File: config.mk
export PLATFORM = sky130hd
export DESIGN_NAME = dsom_top
export DESIGN_NICKNAME = d
export VERILOG_FILES = /design/src/dsom_pkg.sv /design/src/dsom_persist.sv /design/src/dsom_top.sv
export SDC_FILE = /design/constraint.sdc
export NUM_CORES = 1
export LEC_CHECK = 0
export BUFFER_PORTS_ARGS = -buffer_cell sky130_fd_sc_hd__buf_4
export CORE_MARGIN = 5
export CORE_UTILIZATION = 35
export CTS_BUF_LIST = sky130_fd_sc_hd__clkbuf_16
export DETAILED_ROUTE_END_ITERATION = 7
export GPL_TIMING_DRIVEN = 0
export MAX_ROUTING_LAYER = met4
export PLACE_DENSITY = 0.48
export SLEW_MARGIN = 20
export SYNTH_ARGS = -nofsm -noshare
export SYNTH_HDL_FRONTEND = slang
export SYNTH_SLANG_ARGS = --single-unit
File: constraint.sdc
create_clock -name pclk -period 14.15 [get_ports pclk]
set_clock_uncertainty 0.1 [all_clocks]
set_input_delay 0.7075 -clock pclk [delete_from_list [all_inputs] [get_ports pclk]]
set_output_delay 0.7075 -clock pclk [all_outputs]
set_load 0.05 [all_outputs]
File: src/dsom_pkg.sv
// Package for the drive status output and overload monitor
package dsom_pkg;

  // APB register offsets
  localparam logic [7:0] ADDR_FREQ = 8'h00;
  localparam logic [7:0] ADDR_SEL = 8'h04;
  localparam logic [7:0] ADDR_THERM = 8'h08;
  localparam logic [7:0] ADDR_OVL = 8'h0c;
  localparam logic [7:0] ADDR_STATUS = 8'h10;
  localparam logic [7:0] ADDR_CURRENT = 8'h14;

  // Frequencies in 0.01 Hz
  localparam logic [15:0] FREQ_MAX_RANGE = 16'h9c40;
  localparam logic [15:0] LEVEL_RST = 16'h0bb8;
  localparam logic [15:0] BAND_RST = 16'h03e8;
  localparam logic [15:0] FMAX_RST = 16'h1770;

  localparam logic [4:0] COLL_SEL_RST = 5'h0c;
  localparam logic [4:0] RELAY_SEL_RST = 5'h11;
  localparam logic [2:0] MASK_RST = 3'h2;
  localparam logic [1:0] KPAD_RST = 2'h0;

  localparam logic [7:0] ONE_MIN_RST = 8'h96;
  localparam logic [7:0] CONT_RST = 8'h64;
  localparam logic [7:0] WARN_LVL_RST = 8'h96;
  localparam logic [7:0] WARN_TIME_RST = 8'h0a;
  localparam logic [7:0] TRIP_LVL_RST = 8'hb4;
  localparam logic [7:0] TRIP_TIME_RST = 8'h3c;

  // Output select codes
  localparam logic [4:0] SEL_WINDOW = 5'h02;
  localparam logic [4:0] SEL_HYST = 5'h03;
  localparam logic [4:0] SEL_HYST_INV = 5'h04;
  localparam logic [4:0] SEL_OVL = 5'h05;
  localparam logic [4:0] SEL_OVV = 5'h08;
  localparam logic [4:0] SEL_LOWV = 5'h09;
  localparam logic [4:0] SEL_HEAT = 5'h0a;
  localparam logic [4:0] SEL_CMDLOSS = 5'h0b;
  localparam logic [4:0] SEL_RUN = 5'h0c;
  localparam logic [4:0] SEL_STOP = 5'h0d;
  localparam logic [4:0] SEL_CONST = 5'h0e;
  localparam logic [4:0] SEL_WAIT = 5'h10;
  localparam logic [4:0] SEL_FAULT = 5'h11;
  localparam logic [4:0] SEL_FAN = 5'h12;
  localparam logic [4:0] SEL_BRAKE = 5'h13;

  // DC link trip limits in volts
  localparam logic [9:0] OVV_200 = 10'h190;
  localparam logic [9:0] OVV_400 = 10'h334;
  localparam logic [9:0] LOWV_200 = 10'h0b4;
  localparam logic [9:0] LOWV_400 = 10'h168;

  // Timing: 25 MHz pclk
  localparam int CLK_HZ = 25000000;
  localparam int TICK_MS = 10;
  localparam int TICK_CYCLES = CLK_HZ / 1000 * TICK_MS;
  localparam int TICKS_PER_S = 1000 / TICK_MS;
  localparam logic [15:0] KPAD_ERR_TICKS_RST = 16'h0064;
  // Thermal accumulator full scale: one-minute level held 60 s
  localparam logic [31:0] THERM_FULL = 32'h0000_1770;
  // Low-speed derate point for shaft fan, 0.01 Hz
  localparam logic [15:0] LOWSPD_FREQ = 16'h0bb8;

  typedef struct packed {
    logic run_cmd;
    logic output_active;
    logic accel;
    logic decel;
    logic analog_lost;
    logic link_lost;
    logic heatsink_overheat;
    logic fan_trip;
    logic brake_ctrl;
    logic other_trip;
    logic restart_pending;
    logic keypad_comm_err;
    logic class_400v;
  } dsom_status_type;

endpackage

File: src/dsom_persist.sv
// Persistence timer: flags a condition held for a number of ticks
`timescale 1ns/1ps
`default_nettype none
module dsom_persist (
  // Clock and reset
  input wire logic pclk,
  input wire logic presetn,
  // Condition and timing
  input wire logic tick,
  input wire logic cond,
  input wire logic [15:0] limit,
  // Result
  output logic held
);

  typedef struct packed {
    logic [15:0] cnt;
    logic held;
  } dsom_persist_state_type;

  dsom_persist_state_type s_q, s_d;

  always_comb begin
    s_d = s_q;
    if (!cond) begin
      // Drops at once when the condition goes away
      s_d.cnt = 16'h0000;
      s_d.held = 1'b0;
    end else if (s_q.cnt >= limit) begin
      s_d.held = 1'b1;
    end else if (tick) begin
      s_d.cnt = s_q.cnt + 16'h0001;
    end
  end

  always_ff @(posedge pclk or negedge presetn) begin
    if (!presetn) begin
      s_q <= '0;
    end else begin
      s_q <= s_d;
    end
  end

  assign held = s_q.held;

endmodule
`default_nettype wire

File: src/dsom_top.sv
// Status output selector and motor overload monitor with APB registers
//
// Implementation choices: the placing of the registers and register access over APB.
`timescale 1ns/1ps
`default_nettype none
module dsom_top (
  // Clock and reset
  input wire logic pclk,
  input wire logic presetn,
  // APB slave
  input wire logic psel,
  input wire logic penable,
  input wire logic pwrite,
  input wire logic [7:0] paddr,
  input wire logic [31:0] pwdata,
  output logic [31:0] prdata,
  output logic pready,
  output logic pslverr,
  // Drive measurements, same clock domain
  input wire logic [15:0] run_freq,
  input wire logic [9:0] dc_link_volts,
  input wire logic [7:0] motor_current_pct,
  input wire dsom_pkg::dsom_status_type drive_status,
  // Outputs
  output logic open_collector_output,
  output logic relay_contacts,
  output logic keypad_error,
  output logic output_shutoff
);

  ////////////////////////////////////////////////////////////////////////////
  typedef struct packed {
    logic [15:0] level;
    logic [15:0] band;
    logic [15:0] fmax;
    logic [4:0] coll_sel;
    logic [4:0] relay_sel;
    logic [2:0] mask;
    logic [1:0] kpad;
    logic therm_en;
    logic cooling;
    logic [7:0] one_min;
    logic [7:0] cont;
    logic [7:0] warn_lvl;
    logic [7:0] warn_time;
    logic trip_en;
    logic [7:0] trip_lvl;
    logic [7:0] trip_time;
    logic [31:0] tick_cnt;
    logic [31:0] heat;
    logic therm_trip;
    logic ovl_trip;
    logic ovv;
    logic lowv;
    logic oc_out;
    logic relay_out;
    logic [31:0] rdata;
  } dsom_state_type;

  dsom_state_type s_q, s_d;

  logic tick;
  logic kpad_err;
  logic warn_held;
  logic trip_held;
  logic [15:0] warn_ticks;
  logic [15:0] trip_ticks;
  logic wr_en;
  logic rd_en;
  logic addr_ok;

  assign pready = 1'b1;
  assign wr_en = psel && penable && pwrite;
  assign rd_en = psel && !penable && !pwrite;
  assign addr_ok = (paddr == dsom_pkg::ADDR_FREQ) || (paddr == dsom_pkg::ADDR_SEL) ||
                   (paddr == dsom_pkg::ADDR_THERM) || (paddr == dsom_pkg::ADDR_OVL) ||
                   (paddr == dsom_pkg::ADDR_STATUS) || (paddr == dsom_pkg::ADDR_CURRENT);
  assign pslverr = psel && penable && !addr_ok;
  assign tick = (s_q.tick_cnt == 32'(dsom_pkg::TICK_CYCLES - 1));

  assign warn_ticks = 16'(s_q.warn_time * dsom_pkg::TICKS_PER_S);
  assign trip_ticks = 16'(s_q.trip_time * dsom_pkg::TICKS_PER_S);

  ////////////////////////////////////////////////////////////////////////////
  // Persistence timers
  dsom_persist u_kpad (
    .pclk(pclk),
    .presetn(presetn),
    .tick(tick),
    .cond(drive_status.keypad_comm_err),
    .limit(dsom_pkg::KPAD_ERR_TICKS_RST),
    .held(kpad_err)
  );

  dsom_persist u_warn (
    .pclk(pclk),
    .presetn(presetn),
    .tick(tick),
    .cond(motor_current_pct > s_q.warn_lvl),
    .limit(warn_ticks),
    .held(warn_held)
  );

  dsom_persist u_trip (
    .pclk(pclk),
    .presetn(presetn),
    .tick(tick),
    .cond(s_q.trip_en && (motor_current_pct > s_q.trip_lvl)),
    .limit(trip_ticks),
    .held(trip_held)
  );

  ////////////////////////////////////////////////////////////////////////////
  // Output source per selection code
  function automatic logic pick(input logic [4:0] sel, input logic [15:0] f, input logic [15:0] lvl,
                                input logic [15:0] half, input dsom_pkg::dsom_status_type st,
                                input logic ovv, input logic lowv, input logic [2:0] mask,
                                input logic warn);
    logic [16:0] diff;
    logic hyst;
    diff = (f >= lvl) ? {1'b0, f - lvl} : {1'b0, lvl - f};
    if (st.decel) begin
      hyst = ({1'b0, f} + {1'b0, half}) > {1'b0, lvl};
    end else begin
      hyst = f >= lvl;
    end
    unique case (sel)
      dsom_pkg::SEL_WINDOW: pick = diff <= {1'b0, half};
      dsom_pkg::SEL_HYST: pick = hyst;
      dsom_pkg::SEL_HYST_INV: pick = !hyst;
      dsom_pkg::SEL_OVL: pick = warn;
      dsom_pkg::SEL_OVV: pick = ovv;
      dsom_pkg::SEL_LOWV: pick = lowv;
      dsom_pkg::SEL_HEAT: pick = st.heatsink_overheat;
      dsom_pkg::SEL_CMDLOSS: pick = st.analog_lost && st.link_lost;
      dsom_pkg::SEL_RUN: pick = st.run_cmd && st.output_active;
      dsom_pkg::SEL_STOP: pick = !st.run_cmd && !st.output_active;
      dsom_pkg::SEL_CONST: pick = st.output_active && !st.accel && !st.decel;
      dsom_pkg::SEL_WAIT: pick = !st.run_cmd && !st.other_trip && !lowv;
      dsom_pkg::SEL_FAULT: pick = (mask[0] && lowv) || (mask[1] && (st.other_trip || ovv)) ||
                                  (mask[2] && st.restart_pending);
      dsom_pkg::SEL_FAN: pick = st.fan_trip;
      dsom_pkg::SEL_BRAKE: pick = st.brake_ctrl;
      default: pick = 1'b0;
    endcase
  endfunction

  ////////////////////////////////////////////////////////////////////////////
  always_comb begin
    logic [15:0] wl;
    logic [7:0] wa;
    logic [7:0] wb;
    logic [15:0] half;
    logic [31:0] over;
    logic [31:0] cool;
    logic [31:0] rd;
    wl = pwdata[15:0];
    wa = pwdata[7:0];
    wb = pwdata[15:8];
    half = {1'b0, s_q.band[15:1]};
    over = 32'h0;
    cool = 32'h0;
    rd = 32'h0;
    s_d = s_q;

    s_d.tick_cnt = tick ? 32'h0 : s_q.tick_cnt + 32'h1;

    // Register writes take effect in the access phase
    if (wr_en) begin
      unique case (paddr)
        dsom_pkg::ADDR_FREQ: begin
          s_d.fmax = (wl > dsom_pkg::FREQ_MAX_RANGE) ? dsom_pkg::FREQ_MAX_RANGE : wl;
        end
        dsom_pkg::ADDR_SEL: begin
          s_d.coll_sel = pwdata[4:0];
          s_d.relay_sel = pwdata[12:8];
          s_d.mask = pwdata[18:16];
          s_d.kpad = pwdata[25:24];
        end
        dsom_pkg::ADDR_THERM: begin
          s_d.therm_en = pwdata[16];
          s_d.cooling = pwdata[17];
          s_d.one_min = (wa < 8'h32) ? 8'h32 : ((wa > 8'hc8) ? 8'hc8 : wa);
          s_d.cont = (wb < 8'h32) ? 8'h32 : ((wb > 8'h96) ? 8'h96 : wb);
        end
        dsom_pkg::ADDR_OVL: begin
          s_d.warn_lvl = (wa < 8'h1e) ? 8'h1e : ((wa > 8'h96) ? 8'h96 : wa);
          s_d.warn_time = (pwdata[15:8] > 8'h1e) ? 8'h1e : pwdata[15:8];
          s_d.trip_lvl = (pwdata[23:16] < 8'h1e) ? 8'h1e :
                         ((pwdata[23:16] > 8'hc8) ? 8'hc8 : pwdata[23:16]);
          s_d.trip_time = (pwdata[30:24] > 7'h3c) ? 8'h3c : {1'b0, pwdata[30:24]};
          s_d.trip_en = pwdata[31];
        end
        // Status is read-only, bandwidth below, anything else unmapped and ignored
        default: begin
        end
      endcase
    end
    // Level takes the high half of the frequency word, bandwidth the low half of the current word
    if (wr_en && paddr == dsom_pkg::ADDR_FREQ) begin
      s_d.level = (pwdata[31:16] > dsom_pkg::FREQ_MAX_RANGE) ? dsom_pkg::FREQ_MAX_RANGE :
                  pwdata[31:16];
    end
    if (wr_en && paddr == dsom_pkg::ADDR_CURRENT) begin
      s_d.band = (wl > dsom_pkg::FREQ_MAX_RANGE) ? dsom_pkg::FREQ_MAX_RANGE : wl;
    end
    // Never above max frequency
    if (s_d.level > s_d.fmax) s_d.level = s_d.fmax;
    if (s_d.band > s_d.fmax) s_d.band = s_d.fmax;
    // One-minute level never below continuous level
    if (s_d.one_min < s_d.cont) s_d.one_min = s_d.cont;

    // DC link trips latch until reset
    if (dc_link_volts > (drive_status.class_400v ? dsom_pkg::OVV_400 : dsom_pkg::OVV_200)) begin
      s_d.ovv = 1'b1;
    end
    if (dc_link_volts < (drive_status.class_400v ? dsom_pkg::LOWV_400 : dsom_pkg::LOWV_200)) begin
      s_d.lowv = 1'b1;
    end

    // Inverse-time model: heat grows with excess over continuous level
    if (s_q.therm_en && tick) begin
      cool = {24'h0, s_q.cont};
      // Shaft fan cools less at low speed
      if (!s_q.cooling && run_freq < dsom_pkg::LOWSPD_FREQ) begin
        cool = {25'h0, s_q.cont[7:1]};
      end
      if ({24'h0, motor_current_pct} > cool) begin
        over = {24'h0, motor_current_pct} - cool;
        s_d.heat = s_q.heat + over;
      end else begin
        s_d.heat = (s_q.heat > 32'h1) ? s_q.heat - 32'h2 : 32'h0;
      end
      // Full scale is one-minute excess held for 60 s of ticks
      // Equal levels give a zero threshold: an empty model must not trip
      if (s_d.heat != 32'h0 &&
          s_d.heat >= 32'({24'h0, s_q.one_min - s_q.cont} * dsom_pkg::THERM_FULL)) begin
        s_d.therm_trip = 1'b1;
      end
    end
    if (trip_held) s_d.ovl_trip = 1'b1;

    s_d.oc_out = pick(s_q.coll_sel, run_freq, s_q.level, half, drive_status, s_q.ovv, s_q.lowv,
                      s_q.mask, warn_held) || (s_q.kpad[0] && kpad_err);
    s_d.relay_out = pick(s_q.relay_sel, run_freq, s_q.level, half, drive_status, s_q.ovv,
                         s_q.lowv, s_q.mask, warn_held) || (s_q.kpad[1] && kpad_err);

    // Read data captured in setup cycle
    if (rd_en) begin
      unique case (paddr)
        dsom_pkg::ADDR_FREQ: rd = {s_q.level, s_q.fmax};
        dsom_pkg::ADDR_SEL: rd = {6'h0, s_q.kpad, 5'h0, s_q.mask, 3'h0, s_q.relay_sel, 3'h0,
                                  s_q.coll_sel};
        dsom_pkg::ADDR_THERM: rd = {14'h0, s_q.cooling, s_q.therm_en, s_q.cont, s_q.one_min};
        dsom_pkg::ADDR_OVL: rd = {s_q.trip_en, s_q.trip_time[6:0], s_q.trip_lvl, s_q.warn_time,
                                  s_q.warn_lvl};
        dsom_pkg::ADDR_STATUS: rd = {24'h0, kpad_err, warn_held, s_q.ovl_trip, s_q.therm_trip,
                                     s_q.lowv, s_q.ovv, s_q.relay_out, s_q.oc_out};
        dsom_pkg::ADDR_CURRENT: rd = {16'h0, s_q.band};
        default: rd = 32'h0;
      endcase
      s_d.rdata = rd;
    end
  end

  always_ff @(posedge pclk or negedge presetn) begin
    if (!presetn) begin
      s_q <= '0;
      s_q.level <= dsom_pkg::LEVEL_RST;
      s_q.band <= dsom_pkg::BAND_RST;
      s_q.fmax <= dsom_pkg::FMAX_RST;
      s_q.coll_sel <= dsom_pkg::COLL_SEL_RST;
      s_q.relay_sel <= dsom_pkg::RELAY_SEL_RST;
      s_q.mask <= dsom_pkg::MASK_RST;
      s_q.kpad <= dsom_pkg::KPAD_RST;
      s_q.one_min <= dsom_pkg::ONE_MIN_RST;
      s_q.cont <= dsom_pkg::CONT_RST;
      s_q.warn_lvl <= dsom_pkg::WARN_LVL_RST;
      s_q.warn_time <= dsom_pkg::WARN_TIME_RST;
      s_q.trip_en <= 1'b1;
      s_q.trip_lvl <= dsom_pkg::TRIP_LVL_RST;
      s_q.trip_time <= dsom_pkg::TRIP_TIME_RST;
    end else begin
      s_q <= s_d;
    end
  end

  assign prdata = s_q.rdata;
  assign open_collector_output = s_q.oc_out;
  assign relay_contacts = s_q.relay_out;
  assign keypad_error = kpad_err;
  assign output_shutoff = s_q.therm_trip || s_q.ovl_trip;

endmodule
`default_nettype wire

==> impl_metrics.csv <==
group,metric,value,unit
grt,busiest_layer,"met2",
clock_network,postCtsSetupBuffers,0,
min_path,hp-start,"pwdata[28]",
grt,grtUsageMet1,0.297,
yosys,syn_area_per_cell,8.79,um^2
yosys,ys.flop_type,"dfrtp_1",
route,drtIter0Drc,1768,
sta,period_needed,8.24,ns
critical_path,start_kind,"flop",
sta,worst_pin_slew,1.22,ns
clock_network,cts_hold_buf,1,
critical_path,r2r_end,"s_q[37]",
placed_design,place_hpwl,67.5,mm
layout,finalCoreUtilization,0.401,
layout,instances_no_fill,3945,
route,drt_first_pass_iters,6,
pwr,power_per_cell_area,136,nW/um^2
clock_network,cts_sinks,266,
sta,setup_viol,0,
layout,mostFrequentLayoutCells,"ha_1, inv_1, dfrtp_1",
clock_network,path_clk_slew,0.06,ns
clock_network,cts_tree,"built",
yosys,syn-num-nets,3294,
grt,grt_pass1_vias,21700,
route,viasPerCell,5.42,
yosys,synth-edff-count,0,
critical_path,critPathMaxStageDelay,0.55,ns
die,rows,97,
grt,grt_overflow,0,
clock_network,root_buffer,"clkbuf_16",
sta,rsz0062_at_grt,"no",
sta,timing.fmax,121,MHz
critical_path,r2r_cells,35,
yosys,yosys.cell_types.count,90,
die,die_area,75800,um^2
grt,grtUsageMet3,0.0189,
route,vias,21400,
clock_network,clockBufferDepth,3,
min_path,whs_endpoint,"s_q[106]",
route,drt-total-wl,82.9,mm
critical_path,crit_fanout,5,
clock_network,cts_resized,0,
sta,tns,0,ns
die,io_pins,130,
critical_path,r2r-start,"s_q[135]",
sta,maxSlewViolCount,0,
layout,final_nets,3465,
yosys,synth-async-reset-ratio,1.00,
critical_path,crit_type,"reg2reg",
yosys,ys_warn_count,0,
critical_path,crit_arrival,8.60,ns
critical_path,critPathRequiredTime,14.51,ns
yosys,syn_inst,2804,
outcome,status,"finished, final reports clean",
route,detail_route.wl_per_cell,21.0,um
layout,layout_commonest_cell,"ha_1",
yosys,ys_seq_area_frac,0.273,
grt,grt_use_met2,0.364,
sta,slew_headroom,0.181,
yosys,netlist_area,24600,um^2
clock_network,numCtsBuffers,37,
route,antenna_left,0,
pwr,irDropWorstVdd,123,uV
critical_path,end_kind,"flop",
layout,syn2layout_area_growth,13.9,%
clock_network,cts_htree_levels,2,
critical_path,crit_start,"s_q[135]",
pwr,p_leak,13.4,nW
die,die_y,275,um
placed_design,place_ws,5.85,ns
grt,grt_pass1_wl,128,mm
die,core,69900,um^2
min_path,hold_depth,3,
yosys,synth_seq_cells,266,
layout,drive_above_1_share,0.131,
grt,antenna_found_initial,2,
placed_design,gp_congestion,0.941,
grt,grt_max_degree,90,
placed_design,port_buffers,128,
sta,hold_violations,0,
sta,fin_crit_sh,0.582,
critical_path,r2r_slack,5.91,ns
sta,setup_ws,5.91,ns
die,die_x,275,um
die,initial_core_util,0.352,
route,drc_errors,0,
clock_network,clk_latency,0.55,ns
grt,track_usage,0.222,
job,drv_cap,0,
placed_design,placed_cells,3875,
min_path,hold_class,"in2reg",
critical_path,cpMaxStageDelayCell,"fa_1",
==> area by class of cell <==
cell class / count / area [um^2]
fillers: 7088 / 41800
repair buffers: 132 / 1060
well taps: 940 / 1180
diodes: 2 / 5.00
multi-input cells: 2129 / 16300
clock inverters: 30 / 240
plain buffers: 112 / 552
flip-flops and latches: 266 / 6720
clock buffers: 37 / 926
inverters: 297 / 1110
==> cells in the mapped netlist (37+ instances only) <==
| master | n | area [um^2] |
|---|---|---|
| nor2b_1 | 51 | 319 |
| xor2_1 | 50 | 438 |
| clkbuf_1 | 68 | 255 |
| nand2_1 | 211 | 792 |
| ha_1 | 358 | 4480 |
| fa_1 | 40 | 801 |
| o21ai_0 | 192 | 961 |
| dfrtp_1 | 219 | 5480 |
| xnor2_1 | 118 | 1030 |
| mux2_2 | 73 | 822 |
| nand4_1 | 43 | 269 |
| nor3_1 | 37 | 185 |
| a22oi_1 | 38 | 285 |
| nand3_1 | 59 | 295 |
| a21oi_1 | 159 | 796 |
| nor2_1 | 191 | 717 |
| inv_1 | 297 | 1110 |
| dfstp_2 | 47 | 1230 |
| a21o_1 | 63 | 473 |
==> worst max-delay path, delay by kind of cell, from the launching register on <==
family / cells / cell delay (ns)
fa+ha+maj: 9 / 3.30
compound gates: 12 / 2.44
simple gates: 8 / 1.15
flops: 1 / 0.50
buf+inv: 5 / 0.36
xor+xnor: 1 / 0.29
==> flip-flops by register name, summed over array words and instances (netlist names) <==
name,flops
u_kpad.held,1
open_collector_output,1
s_q,181
relay_contacts,1
u_trip.held,1
u_trip.s_q,16
prdata,32
u_warn.s_q,16
u_kpad.s_q,16
u_warn.held,1
==> where the power goes <==
group          internal (mW)  total [mW]  switching, mW
Combinational          0.870        2.04           1.17
Clock                  0.535       0.910          0.375
Sequential             0.801       0.866         0.0655
==> metal layers <==
| layer | vias up | routed length [um] |
|---|---|---|
| li1 | 10200 | - |
| met1 | 10500 | 38300 |
| met2 | 551 | 39200 |
| met3 | 123 | 3160 |
| met4 | 0 | 2270 |
| met5 | - | 0 |
==> cells by family (layout without fill, tap and decap cells) <==
| family | after synthesis | after routing | share of synthesized area |
|---|---|---|---|
| compound gates | 677 | 677 | 0.175 |
| buf+inv | 409 | 608 | 0.0676 |
| xor+xnor | 168 | 168 | 0.0597 |
| flops | 266 | 266 | 0.273 |
| fa+ha+maj | 400 | 400 | 0.215 |
| other cells | 1 | 3 | 0.000152 |
| mux | 115 | 115 | 0.0544 |
| simple gates | 768 | 768 | 0.155 |
==> how the worst max path moves through the flow <==
| stage | end |
|---|---|
| 6_report | s_q[37] |
| 3_5_place_dp | s_q[37] |
| 3_3_place_gp | s_q[37] |
| 5_1_grt | s_q[37] |
| 4_1_cts | s_q[37] |
| 2_1_floorplan | s_q[37] |
==> metrics by stage <==
stage	power [mW]	hold WS, ns	area [um^2]
finish	3.81	0.354	28100
global route	4.14	0.341	28100
CTS	3.85	0.315	28100
detailed placement	2.92	0.356	26900
global placement	2.87	0.370	26800
floorplan	2.34	0.312	24600
(Power assumes the default switching activity.)
